==> src/cdc_pkg.sv <==
`default_nettype none
package cdc_pkg;
   // Register byte addresses on the APB bus
   localparam logic [7:0] ADDR_DAC_CONTROL = 8'h00;
   localparam logic [7:0] ADDR_DAC_LEVEL = 8'h04;
   localparam logic [7:0] ADDR_CMP1_CTRL_A = 8'h08;
   localparam logic [7:0] ADDR_CMP1_CTRL_B = 8'h0c;
   localparam logic [7:0] ADDR_CMP2_CTRL_A = 8'h10;
   localparam logic [7:0] ADDR_CMP2_CTRL_B = 8'h14;
   localparam logic [7:0] ADDR_CMP_MIRROR = 8'h18;
   localparam logic [7:0] ADDR_CMP_STATUS = 8'h1c;

   // Converter control field positions
   localparam int DAC_EN_BIT = 7;
   localparam int DAC_LPS_BIT = 6;
   localparam int DAC_OE_BIT = 5;
   localparam int DAC_PSS_LSB = 2;
   localparam int DAC_NSS_BIT = 0;
   localparam logic [7:0] DAC_CONTROL_MASK = 8'hed;
   localparam logic [7:0] DAC_LEVEL_MASK = 8'h1f;
   localparam logic [7:0] DAC_CONTROL_RESET = 8'h00;
   localparam logic [4:0] DAC_LEVEL_RESET = 5'h00;
   localparam logic [4:0] DAC_LEVEL_ALL_ONES = 5'h1f;
   localparam logic [4:0] DAC_LEVEL_ALL_ZEROS = 5'h00;

   // Comparator control A field positions
   localparam int CMP_ON_BIT = 7;
   localparam int CMP_RESULT_BIT = 6;
   localparam int CMP_OE_BIT = 5;
   localparam int CMP_INV_BIT = 4;
   localparam int CMP_SP_BIT = 2;
   localparam int CMP_HYS_BIT = 1;
   localparam int CMP_SYNC_BIT = 0;
   localparam logic [7:0] CMP_CTRL_A_MASK = 8'hb7;
   localparam logic [7:0] CMP_CTRL_A_RESET = 8'h04;
   // Comparator control B field positions
   localparam int CMP_RISE_BIT = 7;
   localparam int CMP_FALL_BIT = 6;
   localparam logic [7:0] CMP_CTRL_B_MASK = 8'hf3;
   localparam logic [7:0] CMP_CTRL_B_RESET = 8'h00;

   typedef enum logic [1:0] {
      PSS_SUPPLY = 2'h0,
      PSS_EXT_REF = 2'h1,
      PSS_FIXED_REF = 2'h2,
      PSS_RESERVED = 2'h3
   } cdc_pos_src_t;

   typedef enum logic [2:0] {
      DAC_OFF = 3'h1,
      DAC_CLAMP_POS = 3'h2,
      DAC_CLAMP_NEG = 3'h4
   } cdc_dac_mode_t;

   typedef struct packed {
      logic enable;
      logic lowPower;
      logic pinOutEnable;
      cdc_pos_src_t posSrc;
      logic negSrc;
      logic [4:0] levelCode;
   } cdc_dac_cfg_t;

   typedef struct packed {
      logic on;
      logic pinDriveEnable;
      logic invert;
      logic speedSel;
      logic hystEnable;
      logic timerSync;
      logic riseIrqEn;
      logic fallIrqEn;
      logic [1:0] posChan;
      logic [1:0] negChan;
   } cdc_cmp_cfg_t;
endpackage
`default_nettype wire

==> src/cdc_cmp_channel.sv <==
`timescale 1ns/100ps
`default_nettype none
module cdc_cmp_channel (
   input wire logic ref_clk,
   input wire logic rst_b,
   input wire cdc_pkg::cdc_cmp_cfg_t cfg,
   input wire logic rawAsync,
   input wire logic timerClkAsync,
   input wire logic flagClear,
   output logic result,
   output logic syncResult,
   output logic pinDrive,
   output logic edgeEvent
);
   logic rawMeta_q, rawSync_q, tclkMeta_q, tclkSync_q, tclkPrev_q;
   logic latched_q, sync_q, prevResult_q, flag_q;
   wire logic polResult;
   wire logic tclkFall;
   wire logic riseEvt;
   wire logic fallEvt;

   // ----------------------------------------
   // Input synchronisers
   // ----------------------------------------
   always_ff @(posedge ref_clk or negedge rst_b) begin
      if (!rst_b) begin
         rawMeta_q <= 1'b0;
         rawSync_q <= 1'b0;
         tclkMeta_q <= 1'b0;
         tclkSync_q <= 1'b0;
         tclkPrev_q <= 1'b0;
      end else begin
         rawMeta_q <= rawAsync;
         rawSync_q <= rawMeta_q;
         tclkMeta_q <= timerClkAsync;
         tclkSync_q <= tclkMeta_q;
         tclkPrev_q <= tclkSync_q;
      end
   end

   // Off comparator has its inputs disconnected and reads low before polarity
   assign polResult = (cfg.on & rawSync_q) ^ cfg.invert;
   assign tclkFall = tclkPrev_q & ~tclkSync_q;

   // ----------------------------------------
   // Result latches and edge flag
   // ----------------------------------------
   always_ff @(posedge ref_clk or negedge rst_b) begin
      if (!rst_b) begin
         latched_q <= 1'b0;
         sync_q <= 1'b0;
         prevResult_q <= 1'b0;
      end else begin
         latched_q <= polResult;
         prevResult_q <= latched_q;
         if (tclkFall) begin
            sync_q <= latched_q;
         end
      end
   end

   assign riseEvt = cfg.riseIrqEn & latched_q & ~prevResult_q;
   assign fallEvt = cfg.fallIrqEn & ~latched_q & prevResult_q;

   always_ff @(posedge ref_clk or negedge rst_b) begin
      if (!rst_b) begin
         flag_q <= 1'b0;
      end else begin
         // A new edge wins over a clear in the same cycle
         flag_q <= (riseEvt | fallEvt) | (flag_q & ~flagClear);
      end
   end

   assign result = latched_q;
   // Timer gate sees the synchronised copy only when asked for it
   assign syncResult = cfg.timerSync ? sync_q : latched_q;
   // Pin path is not latched: it follows the polarity output directly
   assign pinDrive = polResult;
   assign edgeEvent = flag_q;
endmodule
`default_nettype wire

==> src/cdc_dac_ctrl.sv <==
`timescale 1ns/100ps
`default_nettype none
module cdc_dac_ctrl (
   input wire cdc_pkg::cdc_dac_cfg_t cfg,
   output cdc_pkg::cdc_dac_mode_t mode,
   output logic ladderPosConnect,
   output logic ladderNegConnect,
   output logic refPinConnect
);
   wire logic clampPos;
   wire logic clampNeg;

   assign clampPos = ~cfg.enable & cfg.lowPower & (cfg.posSrc != cdc_pkg::PSS_RESERVED)
                     & (cfg.levelCode == cdc_pkg::DAC_LEVEL_ALL_ONES);
   assign clampNeg = ~cfg.enable & ~cfg.lowPower
                     & (cfg.levelCode == cdc_pkg::DAC_LEVEL_ALL_ZEROS);
   assign mode = clampPos ? cdc_pkg::DAC_CLAMP_POS :
                 (clampNeg ? cdc_pkg::DAC_CLAMP_NEG : cdc_pkg::DAC_OFF);
   // Clamp modes connect only one end of the ladder; enable connects both
   assign ladderPosConnect = cfg.enable | clampPos;
   assign ladderNegConnect = cfg.enable | clampNeg;
   assign refPinConnect = cfg.pinOutEnable;
endmodule
`default_nettype wire

==> src/cdc_comparator_dac_control.sv <==
// How it works
// - Reset disables converter, removes pin voltage, clears five-bit level code.
// - Disabled, low-power set, valid positive source, code all ones clamps positive.
// - Disabled, low-power clear, code all zeros clamps to negative source.
// - Pin output enable routes level to pin, overriding digital buffer and detector.
// - Digital reads of the reference pin return zero while in converter output.
// - Waking from sleep leaves converter control register untouched.
// - Level register holds code in bits 4..0; bits 7..5 read zero.
// - Comparator on bit enables it; clear disables for least current.
// - Result readable in control register and in the shared mirror register.
// - Pin driven only with drive enable set, direction clear, comparator on.
// - Drive enable overrides port data latch; on bit does not affect override.
// - Internal result latched every cycle; external pin path is not latched.
// - Raw result high when non-inverting input above inverting input.
// - Invert bit inverts result; clear passes it unchanged.
// - Speed select resets to one for normal speed; zero selects low power.
// - Hysteresis bit enables hysteresis; its amount follows speed select.
// - Each comparator result selectable as gate source for the timer.
// - Sync bit latches result on falling edge of timer source clock.
// - With prescaler in use, the latch clock is taken after it.
// - Timer counts on rising edge, opposite the falling latch edge.
// - Flag set on rising edge with rise enable, falling edge with fall enable.
// - Software clears flag; an edge in the clearing cycle keeps it set.
//
// Chosen here: the placing of the registers and register access over APB.
`timescale 1ns/100ps
`default_nettype none
module cdc_comparator_dac_control #(
   parameter int NUM_CMP = 2
) (
   input wire logic ref_clk,
   input wire logic rst_b,
   input wire logic psel,
   input wire logic penable,
   input wire logic pwrite,
   input wire logic [7:0] paddr,
   input wire logic [31:0] pwdata,
   output logic [31:0] prdata,
   output logic pready,
   output logic pslverr,
   input wire logic sleepWake,
   input wire logic [NUM_CMP-1:0] cmpRawAsync,
   input wire logic timerClkAsync,
   input wire logic [NUM_CMP-1:0] cmpPinDirection,
   input wire logic [NUM_CMP-1:0] cmpPortLatch,
   input wire logic refPinDigitalIn,
   output logic [NUM_CMP-1:0] cmpPinOut,
   output logic [NUM_CMP-1:0] cmpPinOe,
   output logic [NUM_CMP-1:0] cmpPinOverride,
   output logic [NUM_CMP-1:0] cmpTimerGate,
   output logic [NUM_CMP-1:0] cmpIrqFlag,
   output logic [NUM_CMP-1:0] cmpSpeedSel,
   output logic [NUM_CMP-1:0] cmpHystEnable,
   output logic [NUM_CMP-1:0] cmpEnable,
   output logic [4:0] dacLevelCode,
   output logic dacEnable,
   output logic [1:0] dacPosSourceSel,
   output logic dacNegSourceSel,
   output logic dacLadderPos,
   output logic dacLadderNeg,
   output cdc_pkg::cdc_dac_mode_t dacMode,
   output logic refOutPinConnect,
   output logic refOutPinDigitalBufOff,
   output logic refPinDigitalRead
);
   // ----------------------------------------
   // Elaboration checks
   // ----------------------------------------
   if (NUM_CMP != 2) begin : g_bad_num
      $error("cdc_comparator_dac_control supports exactly two comparators");
   end

   // ----------------------------------------
   // Register state
   // ----------------------------------------
   logic [7:0] dacControl_q;
   logic [4:0] dacLevel_q;
   logic [7:0] cmpCtrlA_q [NUM_CMP];
   logic [7:0] cmpCtrlB_q [NUM_CMP];
   logic refInMeta_q, refInSync_q;
   logic [31:0] prdata_q;
   logic [NUM_CMP-1:0] cmpResult;
   logic [NUM_CMP-1:0] cmpSyncResult;
   logic [NUM_CMP-1:0] cmpPolResult;
   logic [NUM_CMP-1:0] cmpFlag;
   logic [NUM_CMP-1:0] flagClear;
   cdc_pkg::cdc_cmp_cfg_t cmpCfg [NUM_CMP];
   cdc_pkg::cdc_dac_cfg_t dacCfg;

   // ----------------------------------------
   // Bus decode
   // ----------------------------------------
   function automatic logic hit(input logic [7:0] addr, input logic [7:0] target);
      hit = (addr == target);
   endfunction

   wire logic accessPhase;
   wire logic wrEn;
   wire logic rdEn;
   wire logic selDacCtl;
   wire logic selDacLvl;
   wire logic [NUM_CMP-1:0] selCmpA;
   wire logic [NUM_CMP-1:0] selCmpB;
   wire logic selMirror;
   wire logic selStatus;
   wire logic mapped;

   assign accessPhase = psel & penable;
   assign wrEn = accessPhase & pwrite;
   assign rdEn = accessPhase & ~pwrite;
   assign selDacCtl = hit(paddr, cdc_pkg::ADDR_DAC_CONTROL);
   assign selDacLvl = hit(paddr, cdc_pkg::ADDR_DAC_LEVEL);
   assign selCmpA[0] = hit(paddr, cdc_pkg::ADDR_CMP1_CTRL_A);
   assign selCmpB[0] = hit(paddr, cdc_pkg::ADDR_CMP1_CTRL_B);
   assign selCmpA[1] = hit(paddr, cdc_pkg::ADDR_CMP2_CTRL_A);
   assign selCmpB[1] = hit(paddr, cdc_pkg::ADDR_CMP2_CTRL_B);
   assign selMirror = hit(paddr, cdc_pkg::ADDR_CMP_MIRROR);
   assign selStatus = hit(paddr, cdc_pkg::ADDR_CMP_STATUS);
   assign mapped = selDacCtl | selDacLvl | (|selCmpA) | (|selCmpB) | selMirror | selStatus;

   // Zero-wait slave: answer in the first access cycle
   assign pready = 1'b1;
   assign pslverr = accessPhase & ~mapped;
   assign prdata = prdata_q;

   // ----------------------------------------
   // Converter registers
   // ----------------------------------------
   // The wake input is deliberately not a term here: no sleep event touches them
   always_ff @(posedge ref_clk or negedge rst_b) begin
      if (!rst_b) begin
         dacControl_q <= cdc_pkg::DAC_CONTROL_RESET;
         dacLevel_q <= cdc_pkg::DAC_LEVEL_RESET;
      end else begin
         if (wrEn && selDacCtl) begin
            dacControl_q <= pwdata[7:0] & cdc_pkg::DAC_CONTROL_MASK;
         end
         if (wrEn && selDacLvl) begin
            dacLevel_q <= pwdata[4:0];
         end
      end
   end
   wire logic sleepWakeUnused;
   assign sleepWakeUnused = sleepWake;

   assign dacCfg.enable = dacControl_q[cdc_pkg::DAC_EN_BIT];
   assign dacCfg.lowPower = dacControl_q[cdc_pkg::DAC_LPS_BIT];
   assign dacCfg.pinOutEnable = dacControl_q[cdc_pkg::DAC_OE_BIT];
   assign dacCfg.posSrc = cdc_pkg::cdc_pos_src_t'(dacControl_q[cdc_pkg::DAC_PSS_LSB +: 2]);
   assign dacCfg.negSrc = dacControl_q[cdc_pkg::DAC_NSS_BIT];
   assign dacCfg.levelCode = dacLevel_q;

   cdc_dac_ctrl u_dac (
      .cfg(dacCfg),
      .mode(dacMode),
      .ladderPosConnect(dacLadderPos),
      .ladderNegConnect(dacLadderNeg),
      .refPinConnect(refOutPinConnect)
   );

   assign dacEnable = dacCfg.enable;
   assign dacLevelCode = dacLevel_q;
   assign dacPosSourceSel = dacCfg.posSrc;
   assign dacNegSourceSel = dacCfg.negSrc;
   assign refOutPinDigitalBufOff = dacCfg.pinOutEnable;

   always_ff @(posedge ref_clk or negedge rst_b) begin
      if (!rst_b) begin
         refInMeta_q <= 1'b0;
         refInSync_q <= 1'b0;
      end else begin
         refInMeta_q <= refPinDigitalIn;
         refInSync_q <= refInMeta_q;
      end
   end
   assign refPinDigitalRead = refInSync_q & ~dacCfg.pinOutEnable;

   // ----------------------------------------
   // Comparator channels
   // ----------------------------------------
   for (genvar i = 0; i < NUM_CMP; i++) begin : g_cmp
      always_ff @(posedge ref_clk or negedge rst_b) begin
         if (!rst_b) begin
            cmpCtrlA_q[i] <= cdc_pkg::CMP_CTRL_A_RESET;
            cmpCtrlB_q[i] <= cdc_pkg::CMP_CTRL_B_RESET;
         end else begin
            if (wrEn && selCmpA[i]) begin
               cmpCtrlA_q[i] <= pwdata[7:0] & cdc_pkg::CMP_CTRL_A_MASK;
            end
            if (wrEn && selCmpB[i]) begin
               cmpCtrlB_q[i] <= pwdata[7:0] & cdc_pkg::CMP_CTRL_B_MASK;
            end
         end
      end

      assign cmpCfg[i].on = cmpCtrlA_q[i][cdc_pkg::CMP_ON_BIT];
      assign cmpCfg[i].pinDriveEnable = cmpCtrlA_q[i][cdc_pkg::CMP_OE_BIT];
      assign cmpCfg[i].invert = cmpCtrlA_q[i][cdc_pkg::CMP_INV_BIT];
      assign cmpCfg[i].speedSel = cmpCtrlA_q[i][cdc_pkg::CMP_SP_BIT];
      assign cmpCfg[i].hystEnable = cmpCtrlA_q[i][cdc_pkg::CMP_HYS_BIT];
      assign cmpCfg[i].timerSync = cmpCtrlA_q[i][cdc_pkg::CMP_SYNC_BIT];
      assign cmpCfg[i].riseIrqEn = cmpCtrlB_q[i][cdc_pkg::CMP_RISE_BIT];
      assign cmpCfg[i].fallIrqEn = cmpCtrlB_q[i][cdc_pkg::CMP_FALL_BIT];
      assign cmpCfg[i].posChan = cmpCtrlB_q[i][5:4];
      assign cmpCfg[i].negChan = cmpCtrlB_q[i][1:0];

      // Writing a one to the status bit clears that flag
      assign flagClear[i] = wrEn & selStatus & pwdata[i];

      cdc_cmp_channel u_chan (
         .ref_clk(ref_clk),
         .rst_b(rst_b),
         .cfg(cmpCfg[i]),
         .rawAsync(cmpRawAsync[i]),
         .timerClkAsync(timerClkAsync),
         .flagClear(flagClear[i]),
         .result(cmpResult[i]),
         .syncResult(cmpSyncResult[i]),
         .pinDrive(cmpPolResult[i]),
         .edgeEvent(cmpFlag[i])
      );

      // Override of the port latch follows drive enable alone
      assign cmpPinOverride[i] = cmpCfg[i].pinDriveEnable;
      assign cmpPinOut[i] = cmpCfg[i].pinDriveEnable ? cmpPolResult[i] : cmpPortLatch[i];
      assign cmpPinOe[i] = cmpCfg[i].pinDriveEnable & ~cmpPinDirection[i] & cmpCfg[i].on;
      assign cmpTimerGate[i] = cmpSyncResult[i];
      assign cmpSpeedSel[i] = cmpCfg[i].speedSel;
      // Analog side scales the hysteresis band by speed select
      assign cmpHystEnable[i] = cmpCfg[i].hystEnable;
      assign cmpEnable[i] = cmpCfg[i].on;
   end

   assign cmpIrqFlag = cmpFlag;

   // ----------------------------------------
   // Read mux
   // ----------------------------------------
   wire logic [7:0] cmpAView0;
   wire logic [7:0] cmpAView1;
   wire logic [31:0] readWord;

   assign cmpAView0 = {cmpCtrlA_q[0][7], cmpResult[0], cmpCtrlA_q[0][5:0]};
   assign cmpAView1 = {cmpCtrlA_q[1][7], cmpResult[1], cmpCtrlA_q[1][5:0]};
   assign readWord = selDacCtl ? {24'h000000, dacControl_q} :
                     selDacLvl ? {27'h0, dacLevel_q} :
                     selCmpA[0] ? {24'h000000, cmpAView0} :
                     selCmpB[0] ? {24'h000000, cmpCtrlB_q[0]} :
                     selCmpA[1] ? {24'h000000, cmpAView1} :
                     selCmpB[1] ? {24'h000000, cmpCtrlB_q[1]} :
                     selMirror ? {30'h0, cmpResult} :
                     selStatus ? {30'h0, cmpFlag} :
                     32'h00000000;

   always_ff @(posedge ref_clk or negedge rst_b) begin
      if (!rst_b) begin
         prdata_q <= 32'h00000000;
      end else if (psel && !penable && !pwrite) begin
         prdata_q <= readWord;
      end else if (rdEn) begin
         prdata_q <= readWord;
      end
   end
endmodule
`default_nettype wire

==> config.mk <==
export PLATFORM = sky130hd
export DESIGN_NAME = cdc_comparator_dac_control
export DESIGN_NICKNAME = d
export VERILOG_FILES = /design/src/cdc_pkg.sv /design/src/cdc_cmp_channel.sv /design/src/cdc_dac_ctrl.sv /design/src/cdc_comparator_dac_control.sv
export SDC_FILE = /design/constraint.sdc
export NUM_CORES = 1
export LEC_CHECK = 0
export BUFFER_PORTS_ARGS = -buffer_cell sky130_fd_sc_hd__buf_2
export CAP_MARGIN = 20
export CORE_UTILIZATION = 45
export DETAILED_ROUTE_END_ITERATION = 8
export GPL_ROUTABILITY_DRIVEN = 0
export PLACE_DENSITY = 0.79
export SYNTH_ARGS = -nofsm -noshare
export SYNTH_HDL_FRONTEND = slang
export SYNTH_HIERARCHICAL = 1
export SYNTH_SLANG_ARGS = --single-unit
==> constraint.sdc <==
create_clock -name ref_clk -period 1.5 [get_ports ref_clk]
set_input_delay 0.075 -clock ref_clk [delete_from_list [all_inputs] [get_ports ref_clk]]
set_output_delay 0.075 -clock ref_clk [all_outputs]
set_load 0.005 [all_outputs]
# After elaboration in Yosys (flattened, before gate mapping)
# Cells that the tools add are included.
[classes] n_eq_ne=9 muxes=16 bitwise_logic=57 reduce_logical=15
[op_table] cell="$mux 32" count=2
[op_table] cell="$mux 8" count=6
[op_table] cell="$eq 8x5->1 const B" count=4
[op_table] cell="$and 1x1->1" count=30
[op_table] cell="$eq 8x4->1 const B" count=2
[op_table] cell="$not 1->1" count=14
[op_table] cell="$or 1x1->1" count=11
[op_table] cell="$eq 8x3->1 const B" count=1
[op_table] cell="$logic_and 1x1->1" count=8
[op_table] cell="$logic_not 8->1" count=1
[op_table] cell="$mux 3" count=2
[op_table] cell="$eq 5x5->1 const B" count=1
[op_table] cell="$logic_not 5->1" count=1
[op_table] cell="$mux 1" count=4
[op_table] cell="$mux 2" count=2
[op_table] cell="$reduce_or 2->1" count=2
[op_table] cell="$logic_not 1->1" count=2
[op_table] cell="$ne 2x2->1 const B" count=1
[op_table] cell="$reduce_bool 2->1" count=1
[op_table] cell="$xor 1x1->1" count=2
[totals] ff_bits=84 in_bits=54 out_inout_bits=67

# Longest topological paths before layout
[depth] ltp_word=11 mapped_depth=6

# By module
# Netlist, hierarchy kept.
[by_module_without_submodules] mod="cdc_comparator_dac_control" n_inst=1 cells_each=219 area_each_um2=2528.7 seq_area_each_um2=1128.6
[by_module_without_submodules] mod="cdc_cmp_channel" n_inst=2 cells_each=18 area_each_um2=294.0 seq_area_each_um2=225.2
[by_module_without_submodules] mod="cdc_dac_ctrl" n_inst=1 cells_each=13 area_each_um2=82.6 seq_area_each_um2=0.0

# Least setup slack after synthesis
# No wires, ideal clock.
[synth_timing] kind="register to register" startpoint="reg cmpCtrlB_q (netlist bit cmpCfg[1])" endpoint="reg prdata_q[1], in the netlist prdata[1]" setup_time_ns=0.126 arrival_time_ns=1.301 required_time_ns=1.374 slack_ns=0.073 path_stages_with_launch=5 path_buffers=0 path_cell_list="dfrtp_1 -> a2111oi_0 -> o32ai_1 -> a22o_1 -> a221o_1"
[synth_between] elab_chain_cells=8
[synth_rtl] element="start, declared" line_no="cdc_comparator_dac_control.sv:79" text="logic [7:0] cmpCtrlB_q [NUM_CMP];"
[synth_rtl] element="start signal, assigned by index" line_no="cdc_comparator_dac_control.sv:185" text="cmpCtrlB_q[i] <= cdc_pkg::CMP_CTRL_B_RESET;"
[synth_rtl] element="start signal, assigned by index" line_no="cdc_comparator_dac_control.sv:191" text="cmpCtrlB_q[i] <= pwdata[7:0] & cdc_pkg::CMP_CTRL_B_MASK;"
[synth_rtl] element="$mux 8 (*)" line_no="cdc_comparator_dac_control.sv:250" text="selCmpB[1] ? {24'h000000, cmpCtrlB_q[1]} :"
[synth_rtl] element="$mux 8 (*)" line_no="cdc_comparator_dac_control.sv:249" text="selCmpA[1] ? {24'h000000, cmpAView1} :"
[synth_rtl] element="$mux 8 (*)" line_no="cdc_comparator_dac_control.sv:248" text="selCmpB[0] ? {24'h000000, cmpCtrlB_q[0]} :"
[synth_rtl] element="$mux 8 (*)" line_no="cdc_comparator_dac_control.sv:247" text="selCmpA[0] ? {24'h000000, cmpAView0} :"
[synth_rtl] element="$mux 8 (*)" line_no="cdc_comparator_dac_control.sv:246" text="selDacLvl ? {27'h0, dacLevel_q} :"
[synth_rtl] element="$mux 8 (*)" line_no="cdc_comparator_dac_control.sv:245" text="assign readWord = selDacCtl ? {24'h000000, dacControl_q} :"
[synth_rtl] element="$mux 32" line_no="cdc_comparator_dac_control.sv:260" text="end else if (rdEn) begin"
[synth_rtl] element="$mux 32 (*)" line_no="cdc_comparator_dac_control.sv:258" text="end else if (psel && !penable && !pwrite) begin"
[synth_rtl] element="end signal, assigned" line_no="cdc_comparator_dac_control.sv:259" text="prdata_q <= readWord;"
[synth_rtl] element="end signal, assigned" line_no="cdc_comparator_dac_control.sv:261" text="prdata_q <= readWord;"
[synth_rtl] element="end, declared" line_no="cdc_comparator_dac_control.sv:81" text="logic [31:0] prdata_q;"
# Mark *: on every way between the ends. The rest lies on a longest branch, timed or not. The select of a mux whose other input is x is not followed.
# A chain may end at the register's enable or synchronous reset.

# Worst setup path in the final report
[layout_timing] startpoint="reg dacLevel_q[2], in the netlist dacLevelCode[2]" endpoint="out dacMode[0]"
[layout_between] elab_chain_cells=4 word_cells_on_any_way=6
[layout_rtl] element="start, declared" line_no="cdc_comparator_dac_control.sv:77" text="logic [4:0] dacLevel_q;"
[layout_rtl] element="start signal, assigned" line_no="cdc_comparator_dac_control.sv:133" text="dacLevel_q <= cdc_pkg::DAC_LEVEL_RESET;"
[layout_rtl] element="start signal, assigned" line_no="cdc_comparator_dac_control.sv:139" text="dacLevel_q <= pwdata[4:0];"
[layout_rtl] element="$logic_not 5->1" line_no="cdc_dac_ctrl.sv:16" text="& (cfg.levelCode == cdc_pkg::DAC_LEVEL_ALL_ZEROS);"
[layout_rtl] element="$and 1x1->1" line_no="cdc_dac_ctrl.sv:16"
[layout_rtl] element="$mux 3" line_no="cdc_dac_ctrl.sv:18" text="(clampNeg ? cdc_pkg::DAC_CLAMP_NEG : cdc_pkg::DAC_OFF);"
[layout_rtl] element="$mux 3 (*)" line_no="cdc_dac_ctrl.sv:17" text="assign mode = clampPos ? cdc_pkg::DAC_CLAMP_POS :"
[layout_rtl] element="end, declared" line_no="cdc_comparator_dac_control.sv:61" text="output cdc_pkg::cdc_dac_mode_t dacMode,"
# Mark *: on every way between the ends. The rest lies on a longest branch, timed or not.

==> results.md <==
- Hold Startpoint: pwdata[6]
- Post-synth top area share: between 40% and 50%
- Fraction of registers with async set/reset: 100%
- CTS buffer count: 9
- Tcrit/Tclk final: 103%
- Largest net degree at the start of global routing: 41
- Worst-path clk slew: approximately 70 ps
- Port buffer count: 70
- P&R area growth vs syn: 23.1%
- Sink Count: between 60 and 70
- Final worst hold slack: between 15 and 20 ps
- Worst R2R Path Depth: 4
- Worst min path class: in -> reg
- H-tree depth: 3
- CTS tree: done
- Fillers: about 570
- Comb power frac: between 8 and 9%
- Crit-path max FO: 5
- Worst setup SP type: flip-flop
- Post-synth EDFFs: 0
- Total grt overflow: 0
- Global router's overall resource usage: 20.0%
- Clock skew: 6.47 ps
- Critical R2R Launch: cmpCfg[1]
- Top-Level Pins: around 120
- Synth top area cells: dfrtp_1 (48%), mux2_2 (14%), buf_4 (8.7%)
- Slew Viols, Final: 0
- DPL Wire Length: around 5200 µm
- Worst r2r dst: prdata[1]
- Synthesized instance count: 268
- CP required: 1420 ps
- ANT nets after route: 0
- Share of cells above drive strength 1: between 40% and 50%
- Net Switching: 0.893 mW
- WHS Path Cells: 2
- Die height: between 80 and 90 µm
- Initial antenna violation count: 0
- Synth area leader: dfrtp_1
- Drt wl/cell: between 15 and 20 µm
- Final nets: just over 400
- DR vias: roughly 2300
- Final hold vios: 0
- Synth warnings: 6
- RSZ-0062 raised after global routing: true
- Worst hold endpoint: cmpCfg[16]
- Switch share: a little under a quarter
- Cell Area, Synth: roughly 0.0032 mm²
- Skew-Pair Late Insertion Delay: roughly 340 ps
- Routing usage on met1: a little over a quarter
- Diodes inserted: 0
- Flops & latches, synth: 63
- Max cap viols: 0
- Peak supply drop: 0.739 mV
- Synth Area per Inst: 11.9 µm²
- Top Usage Layer GRT: met2
- Yosys cell types: just over 50
- Crit. End Element: output port
- Sequential-to-total area share from yosys stat: 49.4%
- Reg power frac: 46.8%
- Status: complete, but fails checks
- Met3 usage: 4.19%
- DRT iter0 DRCs: between 100 and 150
- Row count: 30
- Top_reg_cell synth: dfrtp_1
- Minimum clock period: 1540 ps
- Starting Density: a little under half
- Die span in x: approximately 86 µm
- Die Footprint: roughly 0.0075 mm²
- Vias in the first global route: between 2000 and 2500
- Post-route setup slack: -43.4 ps
- Commonest cells post-synth: dfrtp_1 (61), mux2_2 (40), buf_4 (37)
- Cell with the most instances after synthesis: dfrtp_1
- Initial DRT Pass Iterations: 4
- Clock root cell: clkbuf_8
- Total wire length: about 7200 µm
- Power Density: 952 mW/mm²
- Final setup viols: 1
- Core Region: a little under 0.007 mm²
- Reg-to-reg slack, setup: approximately 50 ps
- Final Power: about 3.7 mW
- Internal: ~2.9 mW
- DRC errors left: 0
- Failing checks: negative setup slack
- Avg Vias per Cell: between 5 and 6
- Leakage: a little over 2 nW
- Worst path arrival time: about 1500 ps
- Critical path type: reg -> out
- Maximum clock rate: about 650 MHz
- Worst-case clock buffer depth: 2
- Clock share of power: around 45%
- First-pass GRT wire length: 11100 µm
- Met2 Use GR: 32.5%
==> area by class of cell <==
cell class | instances | area [µm²] | share of cell area (%)
Sequential cell | 63 | 1580 | 40.1
Tap cell | 96 | 120 | 3.05
Inverter | 5 | 18.8 | 0.477
Clock buffer | 10 | 138 | 3.50
Timing Repair Buffer | 96 | 586 | 14.9
Multi-Input combinational cell | 178 | 1400 | 35.6
Clock inverter | 6 | 93.8 | 2.38
==> through the flow <==
step | cell area [µm²] | worst slack (ps) | instances | setup TNS (ps) | utilization, %
after floorplan | 3290 | 73.1 | 291 | 0 | -
after global placement | 3570 | -54.1 | 426 | -449 | 52.3
after detailed placement | 3570 | -77.7 | 426 | -949 | 52.3
after CTS | 3890 | -46.7 | 451 | -46.7 | 57.0
after global routing | 3940 | -102 | 454 | -243 | 57.6
final | 3940 | -43.4 | 454 | -43.4 | 57.6
==> power by group through the flow <==
stage	sequential (mW)	combinational (mW)	clock (mW)
2_1_floorplan	1.78	0.181	0
3_5_place_dp	1.79	0.285	0
3_3_place_gp	1.79	0.275	0
6_report	1.75	0.308	1.69
5_1_grt	1.76	0.340	1.78
4_1_cts	1.75	0.302	1.71
==> worst max-delay path, cell delays in order, from the launching register on <==
cell     delay, ps
dfrtp_1        450
and4_1         220
nand4_1        140
a21o_1         210
buf_2          120
==> logic make-up after synthesis <==
logic type      Yosys count  synth area share, %
flops                    63                 49.4
simple gates             63                 13.6
mux                      50                 17.5
buf+inv                  50                 10.3
compound gates           38                 8.41
xor+xnor                  2                0.548
other cells               2                0.235
==> registers in the layout, indices dropped and copies added, names as in the netlist, 5 cells and up <==
signal	flops
cmpCfg	12
prdata	8
dacControl_q	6
dacLevelCode	5
==> layer usage <==
layer / vias up / part of all wire (%)
met1: 1122 / 45
li1: 1069 / -
met5: - / 0
met2: 92 / 48
met4: 0 / 1.3
met3: 10 / 5.5
==> placed cells by master, fill, tap and decap left out, drive strengths merged, types with 3 or more instances in the layout <==
master       synthesis  routed
buf                 41      90
dfrtp               61      61
mux2                42      42
conb                 2      25
nand2               16      16
clkbuf               4      10
mux2i                8       8
a21oi                7       7
nand2b               7       7
o21ai                7       7
nor2                 7       7
dlygate4sd3          0       6
a22oi                5       5
inv                  5       5
and3b                4       4
nor3                 4       4
nand3b               4       4
or2                  3       3
and4                 3       3
o32a                 3       3
clkinv               0       3
and3                 3       3
nor4                 3       3
==> repair_timing <==
action                                  4_1_cts  5_1_grt
pin swaps                                     2        7
hold buffers                                  6        0
endpoints found under the setup margin        4        7
cloned                                        0        0
gates resized for setup                       2        2
endpoints found under the hold margin        68        0
buffers inserted                              3        3
==> how the worst max path moves through the flow <==
stage | startpoint | end | slack [ps]
2_1_floorplan | cmpCfg[1] | prdata[1] | 70
3_3_place_gp | paddr[7] | prdata[5] | -50
3_5_place_dp | paddr[7] | cmpPinOverride[1] | -80
4_1_cts | dacLevelCode[3] | dacMode[0] | -50
5_1_grt | dacLevelCode[2] | dacMode[0] | -100
6_report | dacLevelCode[2] | dacMode[0] | -40
Note: power is estimated with default switching activity, not from simulation.
